===== config.mk =====
export PLATFORM = sky130hd
export DESIGN_NAME = mfm_monitor
export DESIGN_NICKNAME = d
export VERILOG_FILES = /design/src/core/mfm_pkg.sv /design/src/core/mfm_monitor.sv /design/src/core/mfm_task_watch.sv
export SDC_FILE = /design/constraint.sdc
export NUM_CORES = 1
export LEC_CHECK = 0
export BUFFER_PORTS_ARGS = -buffer_cell sky130_fd_sc_hd__clkbuf_2
export CAP_MARGIN = 20
export CORE_ASPECT_RATIO = 0.8
export CORE_MARGIN = 3
export CORE_UTILIZATION = 45
export CTS_BUF_LIST = sky130_fd_sc_hd__clkbuf_4 sky130_fd_sc_hd__clkbuf_8
export CTS_CLUSTER_DIAMETER = 200
export DETAILED_ROUTE_END_ITERATION = 6
export PLACE_DENSITY_LB_ADDON = 0.25
export RECOVER_POWER = 50
export SYNTH_ARGS = -nofsm -noshare
export SYNTH_HDL_FRONTEND = slang
export SYNTH_SLANG_ARGS = --single-unit

===== constraint.sdc =====
create_clock -name clk_sys -period 9.85 [get_ports clk_sys]
set_input_delay 2.4625 -clock clk_sys [delete_from_list [all_inputs] [get_ports clk_sys]]
set_output_delay 2.4625 -clock clk_sys [all_outputs]
set_load 0.01 [all_outputs]

===== src/core/mfm_pkg.sv =====
// Purpose: Shared constants and types for the motor fault monitor
// Assumes: 20 MHz system clock, AXI4-Lite register access
// Notes:   Long liveness counts are overridable at the top level
package mfm_pkg;
   localparam int          CLK_HZ           = 20000000;
   localparam int          TASK_TIMEOUT_S   = 60;
   localparam int          SAFETY_TIMEOUT_S = 1;
   localparam int          TASK_TIMEOUT_CYC = CLK_HZ * TASK_TIMEOUT_S;
   localparam int          SAFE_TIMEOUT_CYC = CLK_HZ * SAFETY_TIMEOUT_S;
   localparam int          LOAD_LIMIT_PCT   = 95;
   localparam int          FILT_SHIFT       = 5;  // 2^11 / 2^16
   localparam int          NUM_TASKS        = 3;

   localparam logic [7:0]  ADDR_FILT_VOLT   = 8'h00;
   localparam logic [7:0]  ADDR_OV_THR      = 8'h04;
   localparam logic [7:0]  ADDR_UV_THR      = 8'h08;
   localparam logic [7:0]  ADDR_COV_THR     = 8'h0c;
   localparam logic [7:0]  ADDR_PL_THR      = 8'h10;
   localparam logic [7:0]  ADDR_FLAGS       = 8'h14;
   localparam logic [7:0]  ADDR_ENABLE      = 8'h18;
   localparam logic [7:0]  ADDR_ACTIVE      = 8'h1c;
   localparam logic [7:0]  ADDR_SYS_CFG     = 8'h20;
   localparam logic [7:0]  ADDR_CLEAR       = 8'h24;
   localparam logic [7:0]  ADDR_SCRIPT      = 8'h28;
   localparam logic [7:0]  ADDR_STATUS      = 8'h2c;

   localparam int          BIT_OV           = 2;
   localparam int          BIT_UV           = 3;
   localparam int          BIT_PHASE_LOSS   = 8;
   localparam int          BIT_EXEC         = 10;
   localparam int          BIT_CRIT_OV      = 11;
   localparam int          CFG_TASK_RESET   = 8;
   localparam int          CFG_SAFETY       = 0;
   localparam logic [15:0] SCRIPT_RESET_KEY = 16'hae51;

   localparam logic [15:0] RST_ENABLE       = 16'h0000;
   localparam logic [15:0] RST_OV_THR       = 16'hffff;
   localparam logic [15:0] RST_UV_THR       = 16'h0000;
   localparam logic [15:0] RST_COV_THR      = 16'hffff;
   localparam logic [15:0] RST_PL_THR       = 16'h0000;
   localparam logic [15:0] RST_SYS_CFG      = 16'h0000;
   localparam logic [1:0]  RESP_OKAY        = 2'b00;
   localparam logic [1:0]  RESP_SLVERR      = 2'b10;

   typedef struct packed {
      logic        valid;
      logic [15:0] volt;
   } mfm_sample_t;

   typedef struct packed {
      logic        parking_end;
      logic [15:0] ia;
      logic [15:0] ib;
      logic [15:0] ic;
   } mfm_phase_t;

   typedef enum logic [2:0] {
      ST_RUN   = 3'b001,
      ST_FAULT = 3'b010,
      ST_CRIT  = 3'b100
   } mfm_state_t;
endpackage : mfm_pkg


===== src/core/mfm_monitor.sv =====
// Purpose: Motor drive fault supervision with AXI4-Lite registers
// Assumes: Inputs come from logic on clk_sys; one sample per PWM cycle
// Notes:   Controller reset request is registered: a one-cycle pulse on the script key, held high while a task stays stale with config bit 8 set
`timescale 1ns/1ps
// Overview of operation
// - Filter each PWM bus sample with new-sample weight 2^11/2^16.
// - Filtered bus voltage readable, refreshed on every sample.
// - Filtered voltage above over-voltage threshold sets flag bit 2.
// - Enable bit 2 passes over-voltage to active word and FAULT.
// - Filtered voltage below under-voltage threshold sets flag bit 3.
// - Enable bit 3 passes under-voltage to active word and FAULT.
// - Critical over-voltage stops motor, zero vector until cleared.
// - Critical over-voltage response ignores the enable mask.
// - At parking end, any phase current below threshold is phase loss.
// - Enable bit 8 passes phase loss to active word and FAULT.
// - Processing load above 95 percent raises execution fault.
// - Any task silent for 60 s raises execution fault.
// - Execution fault always sets flag bit 10.
// - Enable bit 10 passes execution fault to active word and FAULT.
// - Config bit 8 set: 60 s stale task resets the controller.
// - Writing 0xAE51 to script request word resets the controller.
// - Safety enabled: 1 s stale task enters failsafe mode.
// - Writing 1 to fault clear strobe releases the fault state.
module mfm_monitor
   import mfm_pkg::*;
#(
   parameter int LONG_CYC  = TASK_TIMEOUT_CYC,
   parameter int SHORT_CYC = SAFE_TIMEOUT_CYC
) (
   input  wire logic              clk_sys,
   input  wire logic              nrst,
   input  wire logic [7:0]        s_axi_awaddr,
   input  wire logic              s_axi_awvalid,
   output logic                   s_axi_awready,
   input  wire logic [31:0]       s_axi_wdata,
   input  wire logic [3:0]        s_axi_wstrb,
   input  wire logic              s_axi_wvalid,
   output logic                   s_axi_wready,
   output logic [1:0]             s_axi_bresp,
   output logic                   s_axi_bvalid,
   input  wire logic              s_axi_bready,
   input  wire logic [7:0]        s_axi_araddr,
   input  wire logic              s_axi_arvalid,
   output logic                   s_axi_arready,
   output logic [31:0]            s_axi_rdata,
   output logic [1:0]             s_axi_rresp,
   output logic                   s_axi_rvalid,
   input  wire logic              s_axi_rready,
   input  wire mfm_sample_t       bus_sample,
   input  wire mfm_phase_t        phase,
   input  wire logic [6:0]        load_pct,
   input  wire logic [NUM_TASKS-1:0] task_beat,
   output logic                   motor_fault,
   output logic                   zero_vector,
   output logic                   failsafe,
   output logic                   ctrl_reset
);
   logic [15:0] filtered_bus_voltage, bus_overvoltage_threshold;
   logic [15:0] bus_undervoltage_threshold, critical_overvoltage_threshold;
   logic [15:0] phase_loss_threshold, fault_enable_mask;
   logic [15:0] system_task_configuration, fault_flag_word;
   logic [15:0] active_fault_word;
   logic        cmp_pending, pl_latch, crit;
   mfm_state_t  state, next_state;
   logic [15:0] next_filt;
   logic        next_cmp_pending, next_pl_latch;
   logic [15:0] next_flags;
   logic [NUM_TASKS-1:0] stale_long, stale_short;
   logic        exec_fault, any_long, any_short;
   logic        aw_held, w_held, next_aw_held, next_w_held;
   logic [7:0]  aw_addr, next_aw_addr;
   logic [31:0] w_data, next_w_data;
   logic [3:0]  w_strb, next_w_strb;
   logic        do_write, fault_clear_strobe, script_reset;
   logic        next_bvalid, next_rvalid, next_ctrl_reset;
   logic [1:0]  next_bresp, next_rresp;
   logic [31:0] next_rdata;
   logic [15:0] next_ov, next_uv, next_cov, next_pl, next_en, next_cfg;
   logic        wmap;

   genvar gi;
   generate
      for (gi = 0; gi < NUM_TASKS; gi++) begin : g_watch
         mfm_task_watch #(
            .LONG_CYC  (LONG_CYC),
            .SHORT_CYC (SHORT_CYC)
         ) u_watch (
            .clk_sys     (clk_sys),
            .nrst        (nrst),
            .heartbeat   (task_beat[gi]),
            .stale_long  (stale_long[gi]),
            .stale_short (stale_short[gi])
         );
      end
   endgenerate

   assign any_long   = |stale_long;
   assign any_short  = |stale_short;
   // Execution fault is a live condition, not latched
   assign exec_fault = (load_pct > 7'(LOAD_LIMIT_PCT))
                     | any_long;
   assign failsafe   = any_short & system_task_configuration[CFG_SAFETY];
   assign crit       = fault_flag_word[BIT_CRIT_OV];

   // Bus voltage filter and fault flag evaluation
   always_comb begin
      next_filt        = filtered_bus_voltage;
      next_cmp_pending = 1'b0;
      next_pl_latch    = pl_latch;
      next_flags       = fault_flag_word;
      if (bus_sample.valid) begin
         // y += (x - y) / 32, done in 17 bits to keep the sign
         next_filt = 16'(17'(filtered_bus_voltage)
                   + 17'($signed({1'b0, bus_sample.volt}
                   - {1'b0, filtered_bus_voltage}) >>> FILT_SHIFT));
         next_cmp_pending = 1'b1;
      end
      if (fault_clear_strobe) begin
         next_flags    = 16'h0000;
         next_pl_latch = 1'b0;
      end
      if (cmp_pending) begin
         if (filtered_bus_voltage > bus_overvoltage_threshold)
            next_flags[BIT_OV] = 1'b1;
         if (filtered_bus_voltage < bus_undervoltage_threshold)
            next_flags[BIT_UV] = 1'b1;
         if (filtered_bus_voltage > critical_overvoltage_threshold)
            next_flags[BIT_CRIT_OV] = 1'b1;
      end
      if (phase.parking_end &&
          (phase.ia < phase_loss_threshold ||
           phase.ib < phase_loss_threshold ||
           phase.ic < phase_loss_threshold)) begin
         next_pl_latch = 1'b1;
      end
      next_flags[BIT_PHASE_LOSS] = next_pl_latch;
      next_flags[BIT_EXEC]       = exec_fault;
   end

   // Critical bit bypasses the mask
   assign active_fault_word = (fault_flag_word & fault_enable_mask)
                            | (16'(crit) << BIT_CRIT_OV);

   always_comb begin
      next_state = state;
      unique case (state)
         // A clear holds RUN for one cycle so the fresh flags decide
         ST_RUN: begin
            if (crit && !fault_clear_strobe)
               next_state = ST_CRIT;
            else if (active_fault_word != 16'h0000 && !fault_clear_strobe)
               next_state = ST_FAULT;
         end
         ST_FAULT: begin
            if (fault_clear_strobe)
               next_state = ST_RUN;
            else if (crit)
               next_state = ST_CRIT;
         end
         ST_CRIT: begin
            if (fault_clear_strobe)
               next_state = ST_RUN;
         end
      endcase
   end

   assign motor_fault = (state != ST_RUN);
   assign zero_vector = (state == ST_CRIT);

   // AXI4-Lite slave: one write and one read outstanding
   always_comb begin
      next_aw_held = aw_held;
      next_w_held  = w_held;
      next_aw_addr = aw_addr;
      next_w_data  = w_data;
      next_w_strb  = w_strb;
      if (s_axi_awvalid && s_axi_awready) begin
         next_aw_held = 1'b1;
         next_aw_addr = s_axi_awaddr;
      end
      if (s_axi_wvalid && s_axi_wready) begin
         next_w_held = 1'b1;
         next_w_data = s_axi_wdata;
         next_w_strb = s_axi_wstrb;
      end
      if (do_write) begin
         next_aw_held = 1'b0;
         next_w_held  = 1'b0;
      end
   end

   assign s_axi_awready = !aw_held && !s_axi_bvalid;
   assign s_axi_wready  = !w_held && !s_axi_bvalid;
   assign do_write      = aw_held && w_held && !s_axi_bvalid;
   assign s_axi_arready = !s_axi_rvalid;

   always_comb begin
      wmap = 1'b1;
      unique case (aw_addr)
         ADDR_OV_THR, ADDR_UV_THR, ADDR_COV_THR, ADDR_PL_THR,
         ADDR_ENABLE, ADDR_SYS_CFG, ADDR_CLEAR, ADDR_SCRIPT,
         ADDR_FILT_VOLT, ADDR_FLAGS, ADDR_ACTIVE, ADDR_STATUS: wmap = 1'b1;
         default: wmap = 1'b0;
      endcase
   end

   assign fault_clear_strobe = do_write && aw_addr == ADDR_CLEAR
                             && w_strb[0] && w_data[0];
   assign script_reset = do_write && aw_addr == ADDR_SCRIPT
                       && (&w_strb[1:0])
                       && w_data[15:0] == SCRIPT_RESET_KEY;

   always_comb begin
      next_ov  = bus_overvoltage_threshold;
      next_uv  = bus_undervoltage_threshold;
      next_cov = critical_overvoltage_threshold;
      next_pl  = phase_loss_threshold;
      next_en  = fault_enable_mask;
      next_cfg = system_task_configuration;
      if (do_write && (&w_strb[1:0])) begin
         unique case (aw_addr)
            ADDR_OV_THR:  next_ov  = w_data[15:0];
            ADDR_UV_THR:  next_uv  = w_data[15:0];
            ADDR_COV_THR: next_cov = w_data[15:0];
            ADDR_PL_THR:  next_pl  = w_data[15:0];
            ADDR_ENABLE:  next_en  = w_data[15:0];
            ADDR_SYS_CFG: next_cfg = w_data[15:0];
            default: ;
         endcase
      end
      next_bvalid = s_axi_bvalid && !s_axi_bready;
      next_bresp  = s_axi_bresp;
      if (do_write) begin
         next_bvalid = 1'b1;
         next_bresp  = wmap ? RESP_OKAY : RESP_SLVERR;
      end
      next_ctrl_reset = script_reset
                      | (any_long & system_task_configuration[CFG_TASK_RESET]);
   end

   always_comb begin
      next_rvalid = s_axi_rvalid && !s_axi_rready;
      next_rdata  = s_axi_rdata;
      next_rresp  = s_axi_rresp;
      if (s_axi_arvalid && s_axi_arready) begin
         next_rvalid = 1'b1;
         next_rresp  = RESP_OKAY;
         unique case (s_axi_araddr)
            ADDR_FILT_VOLT: next_rdata = {16'h0000, filtered_bus_voltage};
            ADDR_OV_THR:  next_rdata = {16'h0000, bus_overvoltage_threshold};
            ADDR_UV_THR:  next_rdata = {16'h0000, bus_undervoltage_threshold};
            ADDR_COV_THR: next_rdata =
                             {16'h0000, critical_overvoltage_threshold};
            ADDR_PL_THR:  next_rdata = {16'h0000, phase_loss_threshold};
            ADDR_FLAGS:   next_rdata = {16'h0000, fault_flag_word};
            ADDR_ENABLE:  next_rdata = {16'h0000, fault_enable_mask};
            ADDR_ACTIVE:  next_rdata = {16'h0000, active_fault_word};
            ADDR_SYS_CFG: next_rdata = {16'h0000, system_task_configuration};
            ADDR_CLEAR, ADDR_SCRIPT: next_rdata = 32'h0000_0000;
            ADDR_STATUS:  next_rdata = {26'h000_0000, any_short, any_long,
                                        failsafe, zero_vector, motor_fault,
                                        exec_fault};
            default: begin
               next_rdata = 32'h0000_0000;
               next_rresp = RESP_SLVERR;
            end
         endcase
      end
   end

   always_ff @(posedge clk_sys) begin
      if (!nrst) begin
         filtered_bus_voltage           <= 16'h0000;
         cmp_pending                    <= 1'b0;
         pl_latch                       <= 1'b0;
         fault_flag_word                <= 16'h0000;
         state                          <= ST_RUN;
         aw_held                        <= 1'b0;
         w_held                         <= 1'b0;
         aw_addr                        <= 8'h00;
         w_data                         <= 32'h0000_0000;
         w_strb                         <= 4'h0;
         bus_overvoltage_threshold      <= RST_OV_THR;
         bus_undervoltage_threshold     <= RST_UV_THR;
         critical_overvoltage_threshold <= RST_COV_THR;
         phase_loss_threshold           <= RST_PL_THR;
         fault_enable_mask              <= RST_ENABLE;
         system_task_configuration      <= RST_SYS_CFG;
         s_axi_bvalid                   <= 1'b0;
         s_axi_bresp                    <= RESP_OKAY;
         s_axi_rvalid                   <= 1'b0;
         s_axi_rdata                    <= 32'h0000_0000;
         s_axi_rresp                    <= RESP_OKAY;
         ctrl_reset                     <= 1'b0;
      end else begin
         filtered_bus_voltage           <= next_filt;
         cmp_pending                    <= next_cmp_pending;
         pl_latch                       <= next_pl_latch;
         fault_flag_word                <= next_flags;
         state                          <= next_state;
         aw_held                        <= next_aw_held;
         w_held                         <= next_w_held;
         aw_addr                        <= next_aw_addr;
         w_data                         <= next_w_data;
         w_strb                         <= next_w_strb;
         bus_overvoltage_threshold      <= next_ov;
         bus_undervoltage_threshold     <= next_uv;
         critical_overvoltage_threshold <= next_cov;
         phase_loss_threshold           <= next_pl;
         fault_enable_mask              <= next_en;
         system_task_configuration      <= next_cfg;
         s_axi_bvalid                   <= next_bvalid;
         s_axi_bresp                    <= next_bresp;
         s_axi_rvalid                   <= next_rvalid;
         s_axi_rdata                    <= next_rdata;
         s_axi_rresp                    <= next_rresp;
         ctrl_reset                     <= next_ctrl_reset;
      end
   end
endmodule : mfm_monitor


===== src/core/mfm_task_watch.sv =====
// Purpose: Liveness counter for one background task
// Assumes: Heartbeat is a one-cycle pulse on the system clock
// Notes:   Both timeouts share one counter; it saturates
`timescale 1ns/1ps
module mfm_task_watch
   import mfm_pkg::*;
#(
   parameter int LONG_CYC  = TASK_TIMEOUT_CYC,
   parameter int SHORT_CYC = SAFE_TIMEOUT_CYC
) (
   input  wire logic clk_sys,
   input  wire logic nrst,
   input  wire logic heartbeat,
   output logic      stale_long,
   output logic      stale_short
);
   logic [31:0] count;
   logic [31:0] next_count;

   always_comb begin
      next_count = count;
      if (heartbeat) begin
         next_count = 32'h0000_0000;
      end else if (count < 32'(LONG_CYC)) begin
         next_count = count + 32'h0000_0001;
      end
   end

   always_ff @(posedge clk_sys) begin
      if (!nrst) begin
         count <= 32'h0000_0000;
      end else begin
         count <= next_count;
      end
   end

   assign stale_long  = (count >= 32'(LONG_CYC));
   assign stale_short = (count >= 32'(SHORT_CYC));
endmodule : mfm_task_watch


; After elaboration in Yosys (flattened, before gate mapping)
; Cells that the tools add are included.
[word_totals]
out_inout_bits = 45
latchBits = 0
romBits = 0
reg_bits = 285
elab_cells = 151
input_bits = 135
ram_bits = 0
n_memories = 0
[op_classes]
multipliers = 0
add_sub_neg = 5
n_shift = 0
n_reduce_logical = 47
order_cmp = 16
muxes = 21
div = 0
bitwise = 7
eq_ne = 30
[ops]
columns = op, count
row1 = $pmux W16 S10, 1
row2 = $add A32 B1 Y32 const B, 3
row3 = $ge A32 B25 Y1 const B, 3
row4 = $ge A32 B31 Y1 const B, 3
row5 = $lt A32 B31 Y1 const B, 3
row6 = $eq A8 B5 Y1 const B, 8
row7 = $eq A8 B6 Y1 const B, 8
row8 = $lt A16 B16 Y1, 4
row9 = $eq A8 B4 Y1 const B, 4
row10 = $gt A16 B16 Y1, 2
row11 = $reduce_or A12 Y1, 2
row12 = $logic_and A1 B1 Y1, 19
row13 = $sub A16 B16 Y17, 1
row14 = $add A16 B16 Y16, 1
row15 = $and A12 B16 Y16, 1
row16 = $eq A16 B16 Y1 const B, 1
row17 = $eq A8 B3 Y1 const B, 2
row18 = $logic_not A8 Y1, 2
row19 = $or A16 B12 Y16, 1
row20 = $reduce_bool A16 Y1, 1
row21 = $mux W3, 5
row22 = $reduce_and A2 Y1, 7
row23 = $mux W12, 1
row24 = $mux W1, 10
row25 = other kinds (17), 33

; Longest topological paths before layout
; Gate-level depths: netlist of run 1.
[logic_depth]
ltp_word = 10
mapped_depth = 19
ltp_nobuf = 19

; Hierarchy
; From an unflattened synthesis of run 1, not the netlist that was laid out.
[hier_totals]
cells_unflattened = 1882
hier_area_um2 = 15660.0
[modules_own_cells]
columns = module, cells_each, n_inst, area_per_inst_um2, seq_area_each_um2
row1 = mfm_monitor, 1246, 1, 10596.4, 3403.3
row2 = mfm_task_watch, 212, 3, 1687.9, 640.6

; Worst setup path after synthesis of run 1
; Ideal clock, no wire load.
[synth_path]
path_kind = in2reg
start = in bus_sample[2] (netlist bit)
end = reg filtered_bus_voltage[15]
stages = 18
arrival_time_ps = 5600
path_buffers = 0
slack_ps = 4178
required_ps = 9778
setup_ps = 72
path_cell_list = ha_1 -> a21o_1 -> a31oi_1 -> o21ai_1 -> o31a_1 -> o21a_1 -> o21a_1 -> nor2_1 -> xnor2_1 -> ha_1 -> a21oi_1 -> nand2_1 -> a21oi_1 -> a211oi_1 -> o32ai_1 -> nand3_1 -> a21oi_1 -> mux2i_1
[synth_via]
elab_chain_len = 2
[synth_lines]
columns = element, line_no
row1 = start: declaration, mfm_monitor.sv:49  ; input wire mfm_sample_t bus_sample,
row2 = $sub A16 B16 Y17, mfm_monitor.sv:115  ; - {1'b0, filtered_bus_voltage}) >>> FILT_SHIFT));
row3 = $add A16 B16 Y16, mfm_monitor.sv:114  ; + 17'($signed({1'b0, bus_sample.volt}
row4 = end signal: assignment, mfm_monitor.sv:296  ; filtered_bus_voltage <= next_filt;
row5 = end: declaration, mfm_monitor.sv:58  ; logic [15:0] filtered_bus_voltage, bus_overvoltage_threshold;
; Every way passes these cells.
; A chain may end at the register's enable or synchronous reset.

; Final worst setup path of run 1
[layout_path]
start = in nrst
end = reg state[1]
[layout_lines]
columns = element, line_no
row1 = start: declaration, mfm_monitor.sv:31  ; input wire logic nrst,
row2 = end signal: assignment, mfm_monitor.sv:300  ; state <= next_state;
row3 = end: declaration, mfm_monitor.sv:64  ; mfm_state_t state, next_state;
; No word-level cell between the ends.

==> results of run 1 <==
worst paths after layout:
path | depth (start not counted) | startpoint | to | slack, ns
worst min-delay path | 2 | system_task_configuration[7] | system_task_configuration[7] | 0.45
worst min register to register | 2 | system_task_configuration[7] | system_task_configuration[7] | 0.45
worst max-delay path | 5 | nrst | state[1] | 3.00
worst max register to register | 19 | filtered_bus_voltage[2] | filtered_bus_voltage[15] | 5.58
per-stage QoR:
stage | utilization | worst slack, ns | std cells | instance area, sq um
global route | 0.516 | 2.68 | 2436 | 16900
global placement | 0.487 | 3.76 | 2353 | 15900
CTS | 0.518 | 4.31 | 2434 | 16900
finish | 0.516 | 3.00 | 2436 | 16900
floorplan | - | 4.18 | 1883 | 15100
detailed placement | 0.489 | 3.71 | 2356 | 16000
per-layer routing:
layer,GRT usage,share of wire
met1,0.314,0.45
met2,0.374,0.45
met3,0.0449,0.074
met4,0.0666,0.026
met5,0,0
synthesized netlist by cell type, types with 27 or more instances:
library cell,number,area (sq um)
nor2_1,167,627
nor3_1,33,165
xor2_1,69,604
buf_4,27,203
dfxtp_1,266,5330
nand4_1,57,357
and3_1,38,238
nand2_1,273,1020
a21oi_1,159,796
nand3_1,45,225
xnor2_1,32,280
o21ai_0,53,265
clkbuf_1,68,255
inv_1,101,379
o211ai_1,37,278
ha_1,129,1610
logic make-up (layout without fill, tap and decap cells):
kind of cell    Yosys count  count (layout)
simple gates            710             710
compound gates          435             435
mux                      11              11
xor+xnor                101             101
buf+inv                 212             338
fa+ha+maj               130             130
other cells               1              18
flops                   266             266
flip-flops by register name, indices dropped and copies added (netlist names), 5 cells and up:
| signal | count |
|---|---|
| phase_loss_threshold | 16 |
| filtered_bus_voltage | 16 |
| critical_overvoltage_threshold | 16 |
| s_axi_rdata | 16 |
| w_data | 16 |
| aw_addr | 8 |
| fault_enable_mask | 16 |
| fault_flag_word | 5 |
| system_task_configuration | 16 |
| bus_undervoltage_threshold | 16 |
| bus_overvoltage_threshold | 16 |
| g_watch.u_watch.count | 96 |
layout make-up:
class	count	share of cell area
Clock buffer	71	0.0534
Tap cell	427	0.0316
Multi-Input combinational cell	1405	0.526
Clock inverter	7	0.00244
Sequential cell	266	0.315
Inverter	103	0.0230
Timing Repair Buffer	157	0.0484
worst register-to-register path: stages (launching register included):
cell and delay, ns:
dfxtp_1 0.56, inv_1 0.10, ha_1 0.30, a21o_1 0.18, a31oi_1 0.21, o21ai_1 0.17, o31a_1 0.28, o21a_1 0.20
o21a_1 0.19, nor2_1 0.11, xnor2_1 0.16, ha_1 0.26, a21oi_1 0.22, nand2_1 0.08, a21oi_1 0.19, a211oi_1 0.10
o32ai_1 0.38, nand3_1 0.12, a21oi_1 0.20, mux2i_1 0.19
power by group through the flow:
stage	registers [W]	clock network [W]	logic [W]
4_1_cts	0.00122	0.00105	0.000780
3_5_place_dp	0.00124	0	0.000773
2_1_floorplan	0.00119	0	0.000625
5_1_grt	0.00123	0.00110	0.000897
3_3_place_gp	0.00124	0	0.000750
6_report	0.00122	0.00103	0.000779
==> metrics.md, run 1 <==
| Metric | Value |
|---|---|
| Final setup fails | 0 |
| Switching Share | 0.323 |
| Share of cells above drive strength 1 | 0.117 |
| Pwr per Cell Area | 179 nW/um^2 |
| Clock power share | 0.340 |
| Per-cell routed wire length | 17.3 microns |
| Yosys Warn Count | 0 |
| Library cells used by synthesis | 77 |
| FF+latch count, synth | 266 |
| Setup Buffers After CTS | 0 |
| RePlAce Congestion | 0.884 |
| I/O Buffers | 138 |
| Max Cap Viol | 2 |
| Number of nets in the layout | 2,241 |
| Worst path slowest cell | clkinvlp_2 |
| CP cell instances | clkbuf_2, clkbuf_1, clkinvlp_2, clkbuf_1, a2111oi_0 |
| Die area | 35,700 sq um |
| Multi-input gate area | 8880 sq um |
| CP arrival | 7.28 ns |
| CP Capture Type | flop |
| NetSw | 0.000978 W |
| Relative slew slack | -0.339 |
| First-pass GRT wire length | 67,000 microns |
| Drt total wl | 42,200 microns |
| CORE AREA | 32,700 sq um |
| CP required | 10.29 ns |
| Synth Area in XOR/XNOR | 0.0588 |
| Die W | 210 microns |
| Most frequent cells in the layout | nand2_1, dfxtp_1, nor2_1 |
| FP Rows | 59 |
| Sequential share of power | 0.403 |
| Slowest cell delay on critical path | 1.93 ns |
| Area Overhead vs Synth | 12.3% |
| CTS Buffer Depth | 3 |
| Fin Hold WS | 0.451 ns |
| Mux share of post-synthesis cell area | 0.00732 |
| Startpoint Class | primary input |
| RSZ-0062 raised after global routing | false |
| Vias in the first global route | 12,900 |
| Final ANT Viol Nets | 0 |
| CP most frequent cell | clkbuf_1 |
| Synth Area in Compound Gates | 0.189 |
| Simple-Gate Fraction of Synth Area | 0.220 |
| Cts bufs inserted | 43 |
| Pint | 0.00205 W |
| Clk root buf | clkbuf_8 |
| Syn Area/Cell | 8.06 sq um |
| Pwr Total | 0.00303 W |
| Via count | 13,700 |
| Largest net degree at the start of global routing | 53 |
| Sequential-to-total area share from yosys stat | 0.354 |
| Crit Path Category | primary input to flop |
| EDFF count, synth | 0 |
| Antenna violations before repair | 0 |
| Logic pwr share | 0.257 |
| Asr flop ratio synth | 0 |
| Most common cell after layout, fill and taps aside | nand2_1 |
| Final Skew | 0.0320 ns |
| CP max FO | 42 |
| ANT cells | 0 |
| Final hold violations | 0 |
| Fmax | 0.146 GHz |
| GR Overflow Total | 0 |
| IO Pins | 180 |
| CP top delay family | buffers and inverters |
| Max-slew violation count | 73 |
| Die height | 170 microns |
| Tcrit/Tclk final | 0.695 |
| Largest family of logic cells by synthesized area | simple AND/OR/NAND/NOR gates |
| Maximum level of the CTS H-tree | 2 |
| CTS tree | yes |
| Leak | 6.89 nW |
| Starting DRT DRC Count | 1,091 |
| Mapped Cells | 1,866 |
| Worst Path Buf+Inv | 4 |
| Worst slew pin tran | 2.01 ns |
| Remaining DRCs | 0 |
| Synth Area in Adders | 0.109 |
| Clock Latency Late Sink | 0.58 ns |
| Layout fillers | 3,158 |
| Reg clk slew, reported paths | 0.06 ns |
| FF+latch area | 5330 sq um |
| Post-route minimum period | 6.85 ns |
| Max rail drop VDD | 114 uV |
| Post-detail-place hpwl | 30,200 microns |
| Starting density of the core | 0.460 |
| Area of the mapped netlist | 15,000 sq um |
| Cts repair resizes | 0 |
| Cts-stage hold buffer count | 0 |
| Setup tns final | 0 ns |
| # clock sinks | 266 |
| Worst hold path type | flop to flop |
| First-pass DRT Iterations | 5 |
| Failing checks | capacitance limit, slew limit |
| GRT Util Overall | 0.230 |
| Vias per cell | 5.62 |
| Status | complete, but fails checks |
| Most used DFF post-synth | dfxtp_1 |
Note: power is estimated with default switching activity, not from simulation.
==> run 2: changes to the inputs <==
clock period = 6.62 ns   (was 9.85 ns; I/O delays follow)
==> metrics.md, run 2 (same netlist as run 1, synthesis figures left out) <==
| Metric | Value |
|---|---|
| Die area | 35,700 sq um |
| Logic pwr share | 0.257 |
| Post-route minimum period | 5.23 ns |
| Pwr Total | 0.00452 W |
| Clk root buf | clkbuf_8 |
| Final Skew | 0.0228 ns |
| Via count | 13,700 |
| Antenna violations before repair | 0 |
| Number of nets in the layout | 2,238 |
| Remaining DRCs | 0 |
| Startpoint Class | primary input |
| Leak | 6.86 nW |
| Reg clk slew, reported paths | 0.06 ns |
| Cts-stage hold buffer count | 0 |
| CP max FO | 54 |
| I/O Buffers | 138 |
| CTS Buffer Depth | 3 |
| Sequential share of power | 0.402 |
| Fmax | 0.191 GHz |
| CP arrival | 5.68 ns |
| Drt total wl | 42,000 microns |
| Post-detail-place hpwl | 30,200 microns |
| GRT Util Overall | 0.230 |
| First-pass DRT Iterations | 5 |
| Max reg flops | 96 |
| CP required | 7.07 ns |
| Largest net degree at the start of global routing | 59 |
| Final core occ | 0.515 |
| Most common cell after layout, fill and taps aside | nand2_1 |
| Worst slew pin tran | 2.63 ns |
| Clock power share | 0.341 |
| Final hold violations | 0 |
| CTS tree | yes |
| CP Capture Type | flop |
| First-pass GRT wire length | 66,800 microns |
| Relative slew slack | -0.753 |
| Die height | 170 microns |
| CORE AREA | 32,700 sq um |
| RSZ-0062 raised after global routing | false |
| GR Overflow Total | 0 |
| Max-slew violation count | 119 |
| Final Non-Filler Cells | 2,431 |
| Setup Buffers After CTS | 0 |
| RePlAce Congestion | 0.899 |
| Maximum level of the CTS H-tree | 2 |
| Max Cap Viol | 3 |
| Setup tns final | 0 ns |
| Starting density of the core | 0.460 |
| Max rail drop VDD | 131 uV |
| Starting DRT DRC Count | 1,028 |
| Cts repair resizes | 0 |
| Most frequent cells in the layout | nand2_1, dfxtp_1, nor2_1 |
| Reg with most FFs | g_watch.u_watch.count |
| Post-place setup slack | 1.23 ns |
| Die W | 210 microns |
| Pint | 0.00306 W |
| Pwr per Cell Area | 269 nW/um^2 |
| Share of cells above drive strength 1 | 0.114 |
| Status | complete, but fails checks |
| FP Rows | 59 |
| Failing checks | capacitance limit, slew limit |
| Tcrit/Tclk final | 0.790 |
| Worst hold path type | flop to flop |
| Final WS setup | 1.39 ns |
| Final ANT Viol Nets | 0 |
| Crit Path Category | primary input to flop |
| Per-cell routed wire length | 17.3 microns |
| Switching Share | 0.323 |
| NetSw | 0.00146 W |
| # clock sinks | 266 |
| Vias per cell | 5.63 |
| Clock Latency Late Sink | 0.57 ns |
| Cts bufs inserted | 43 |
| Area Overhead vs Synth | 11.9% |
| ANT cells | 0 |
| IO Pins | 180 |
| Inst Count DP | 2,354 |
| Vias in the first global route | 12,800 |
| Final setup fails | 0 |
[run 2: changes by cell type in the layout (fill, tap and decap cells not counted), moves of 2 or more]
cell and change:
nor2_1 +2, buf_4 -4, clkinv_2 +2, clkbuf_4 -4, clkbuf_2 +3, nor2_2 -2
[run 2: per-layer routing]
layer / track usage / up-vias / part of all wire
met5: 0 / - / 0
met4: 0.0597 / 0 / 0.020
met3: 0.0451 / 68 / 0.075
met2: 0.370 / 433 / 0.45
met1: 0.317 / 6437 / 0.46
li1: - / 6744 / -
[run 2: power groups by stage]
stage	sequential, W	clock [W]	combinational [W]
floorplan	0.00177	0	0.000930
detailed placement	0.00185	0	0.00116
CTS	0.00182	0.00158	0.00116
global route	0.00183	0.00165	0.00133
global placement	0.00185	0	0.00112
finish	0.00182	0.00154	0.00116
[run 2: cell type report]
class / count / area, sq um
clock buffer: 67 / 866
clock inverter: 9 / 76.3
fill: 3172 / 15900
inverter: 103 / 388
multi-input combinational: 1405 / 8880
sequential: 266 / 5330
tap: 427 / 534
timing repair buffer: 154 / 758
[run 2: worst max-delay path, cell delays in order]
cell and delay, ns:
clkbuf_1 0.85, clkbuf_1 1.93, nand4b_1 0.47, a41oi_1 0.47
a31oi_1 0.07, o31ai_1 0.17
[run 2: per-stage QoR]
step                      hold WS (ns)  cell area, sq um
after detailed placement         0.443             16000
final                            0.450             16800
after CTS                        0.451             16900
after global routing             0.477             16800
after floorplan                  0.432             15100
after global placement           0.438             15900
[run 2: path summary, 6_finish.rpt]
kind              cells after the start                        to  slack, ns                     start
setup / recovery                      6        fault_flag_word[3]       1.39                      nrst
hold / removal                        2  phase_loss_threshold[11]       0.45  phase_loss_threshold[11]
setup reg to reg                     18  filtered_bus_voltage[15]       2.28   filtered_bus_voltage[2]
hold reg to reg                       2  phase_loss_threshold[11]       0.45  phase_loss_threshold[11]
==> run 3: changes to the inputs <==
clock period = 5.05 ns   (was 6.62 ns; I/O delays follow)
==> metrics.md, run 3 (same netlist as run 1, synthesis figures left out) <==
| Metric | Value |
|---|---|
| Max Cap Viol | 2 |
| Max rail drop VDD | 182 uV |
| Largest net degree at the start of global routing | 51 |
| Most frequent cells in the layout | nand2_1, dfxtp_1, nor2_1 |
| Worst slew pin tran | 2.10 ns |
| Worst hold endpoint | system_task_configuration[4] |
| Relative slew slack | -0.403 |
| Final ANT Viol Nets | 0 |
| Worst hold path type | flop to flop |
| First-pass DRT Iterations | 7 |
| CTS Buffer Depth | 3 |
| Pwr per Cell Area | 353 nW/um^2 |
| Drt total wl | 42,000 microns |
| Starting density of the core | 0.460 |
| IO Pins | 180 |
| Worst R2R Path Depth | 19 |
| Worst Path Buf+Inv | 1 |
| Final WS setup | 0.567 ns |
| Setup Buffers After CTS | 0 |
| Status | complete, but fails checks |
| Final Non-Filler Cells | 2,435 |
| FP Rows | 59 |
| Clock Latency Late Sink | 0.57 ns |
| Starting DRT DRC Count | 1,188 |
| Post-detail-place hpwl | 30,500 microns |
| Worst path slowest cell | o32ai_1 |
| Reg2Reg Capture Point | filtered_bus_voltage[15] |
| Setup tns final | 0 ns |
| Tcrit/Tclk final | 0.888 |
| Max-slew violation count | 80 |
| Post-layout instance area | 16,900 sq um |
| R2r setup slk | 0.75 ns |
| Max reg flops | 96 |
| Die height | 170 microns |
| CORE AREA | 32,700 sq um |
| Failing checks | capacitance limit, slew limit |
| Inst Count DP | 2,359 |
| Leak | 6.89 nW |
| CP most frequent cell | a21oi_1 |
| Final Skew | 0.0244 ns |
| Reg with most FFs | g_watch.u_watch.count |
| Vias per cell | 5.63 |
| Most common cell after layout, fill and taps aside | nand2_1 |
| Antenna violations before repair | 1 |
| RSZ-0062 raised after global routing | false |
| Maximum level of the CTS H-tree | 2 |
| Cts repair resizes | 0 |
| GR Overflow Total | 0 |
| CP Capture Type | flop |
| Slowest cell delay on critical path | 0.39 ns |
| Hold Path Cell Cnt | 2 |
| Post-place setup slack | 0.0647 ns |
| Post-route minimum period | 4.48 ns |
| I/O Buffers | 138 |
| Crit Path Category | primary input to flop |
| Remaining DRCs | 0 |
| Vias in the first global route | 12,900 |
| # clock sinks | 266 |
| Min-delay src | system_task_configuration[4] |
| Cts bufs inserted | 42 |
| CP top delay family | compound AO/OA/AOI/OAI gates |
| Number of nets in the layout | 2,242 |
| Area Overhead vs Synth | 12.1% |
| Dpl cell area | 16,000 sq um |
| Clk root buf | clkbuf_8 |
| Final setup fails | 0 |
| CP arrival | 4.96 ns |
| CTS tree | yes |
| Reg clk slew, reported paths | 0.06 ns |
| Die area | 35,700 sq um |
| Cts-stage hold buffer count | 0 |
| First-pass GRT wire length | 67,100 microns |
| Final hold violations | 0 |
| CP max FO | 4 |
| Die W | 210 microns |
| Per-cell routed wire length | 17.3 microns |
| RePlAce Congestion | 0.890 |
| GRT Util Overall | 0.231 |
| Fmax | 0.223 GHz |
| Share of cells above drive strength 1 | 0.117 |
| Fin Hold WS | 0.454 ns |
| Worst reg2reg startpoint | filtered_bus_voltage[2] |
| CP cell instances | clkbuf_2, ha_1, a21o_1, a31oi_1, o21ai_1, o31a_1, o21a_1, o21a_1, nor2_1, xnor2_1, ha_1, a21oi_1, nand2_1, a21oi_1, a211oi_1, o32ai_1, nand3_1, a21oi_1, mux2i_1 |
| Startpoint Class | primary input |
| CP required | 5.53 ns |
| Via count | 13,700 |
## run 3: cell count changes in the layout (fill, tap and decap cells not counted), moves of 2 or more
cell / delta
buf_4: +5
bufinv_16: +2
clkbuf_1: -4
clkbuf_2: +5
clkbuf_4: +3
clkbuf_8: -6
## run 3: how the worst max path moves through the flow
stage	start	to	slack (ns)	cells past startpoint
global placement	bus_sample[2]	filtered_bus_voltage[15]	0.19	19
global route	bus_sample[2]	filtered_bus_voltage[15]	0.23	19
CTS	bus_sample[2]	filtered_bus_voltage[15]	0.64	19
detailed placement	bus_sample[2]	filtered_bus_voltage[15]	0.06	19
floorplan	bus_sample[2]	filtered_bus_voltage[15]	0.58	18
finish	bus_sample[2]	filtered_bus_voltage[15]	0.57	19
## run 3: power breakdown
group / total (W) / switching (W) / internal (W) / leakage [nW]
Clock: 0.00204 / 0.000871 / 0.00117 / 0.495
Combinational: 0.00153 / 0.000835 / 0.000692 / 4.24
Sequential: 0.00238 / 0.000195 / 0.00218 / 2.16
## run 3: metrics by stage
stage / utilization / power (W)
finish: 0.516 / 0.00595
global route: 0.516 / 0.00631
CTS: 0.517 / 0.00599
detailed placement: 0.489 / 0.00394
global placement: 0.488 / 0.00390
floorplan: - / 0.00354
## run 3: area by class of cell
type | count | area (sq um)
timing repair buffer | 159 | 801
multi-input combinational | 1405 | 8880
sequential | 266 | 5330
inverter | 103 | 388
tap | 427 | 534
clock inverter | 10 | 128
fill | 3207 | 15800
antenna | 1 | 2.50
clock buffer | 64 | 806
## run 3: worst reg2reg max path, stage by stage, from the launching register on
cell and delay (ns):
dfxtp_1 0.53, inv_1 0.08, ha_1 0.30, a21o_1 0.18, a31oi_1 0.22, o21ai_1 0.17
o31a_1 0.28, o21a_1 0.20, o21a_1 0.19, nor2_1 0.11, xnor2_1 0.16, ha_1 0.27
a21oi_1 0.27, nand2_1 0.08, a21oi_1 0.18, a211oi_1 0.10, o32ai_1 0.39, nand3_1 0.12
a21oi_1 0.20, mux2i_1 0.20
## run 3: layer usage
metal  global-route usage  vias to the layer above  part of all wire
met5                    0                        -                 0
met4               0.0693                        0             0.029
met3               0.0453                       83             0.076
met2                0.373                      479              0.45
met1                0.316                     6387              0.45
li1                     -                     6763                 -
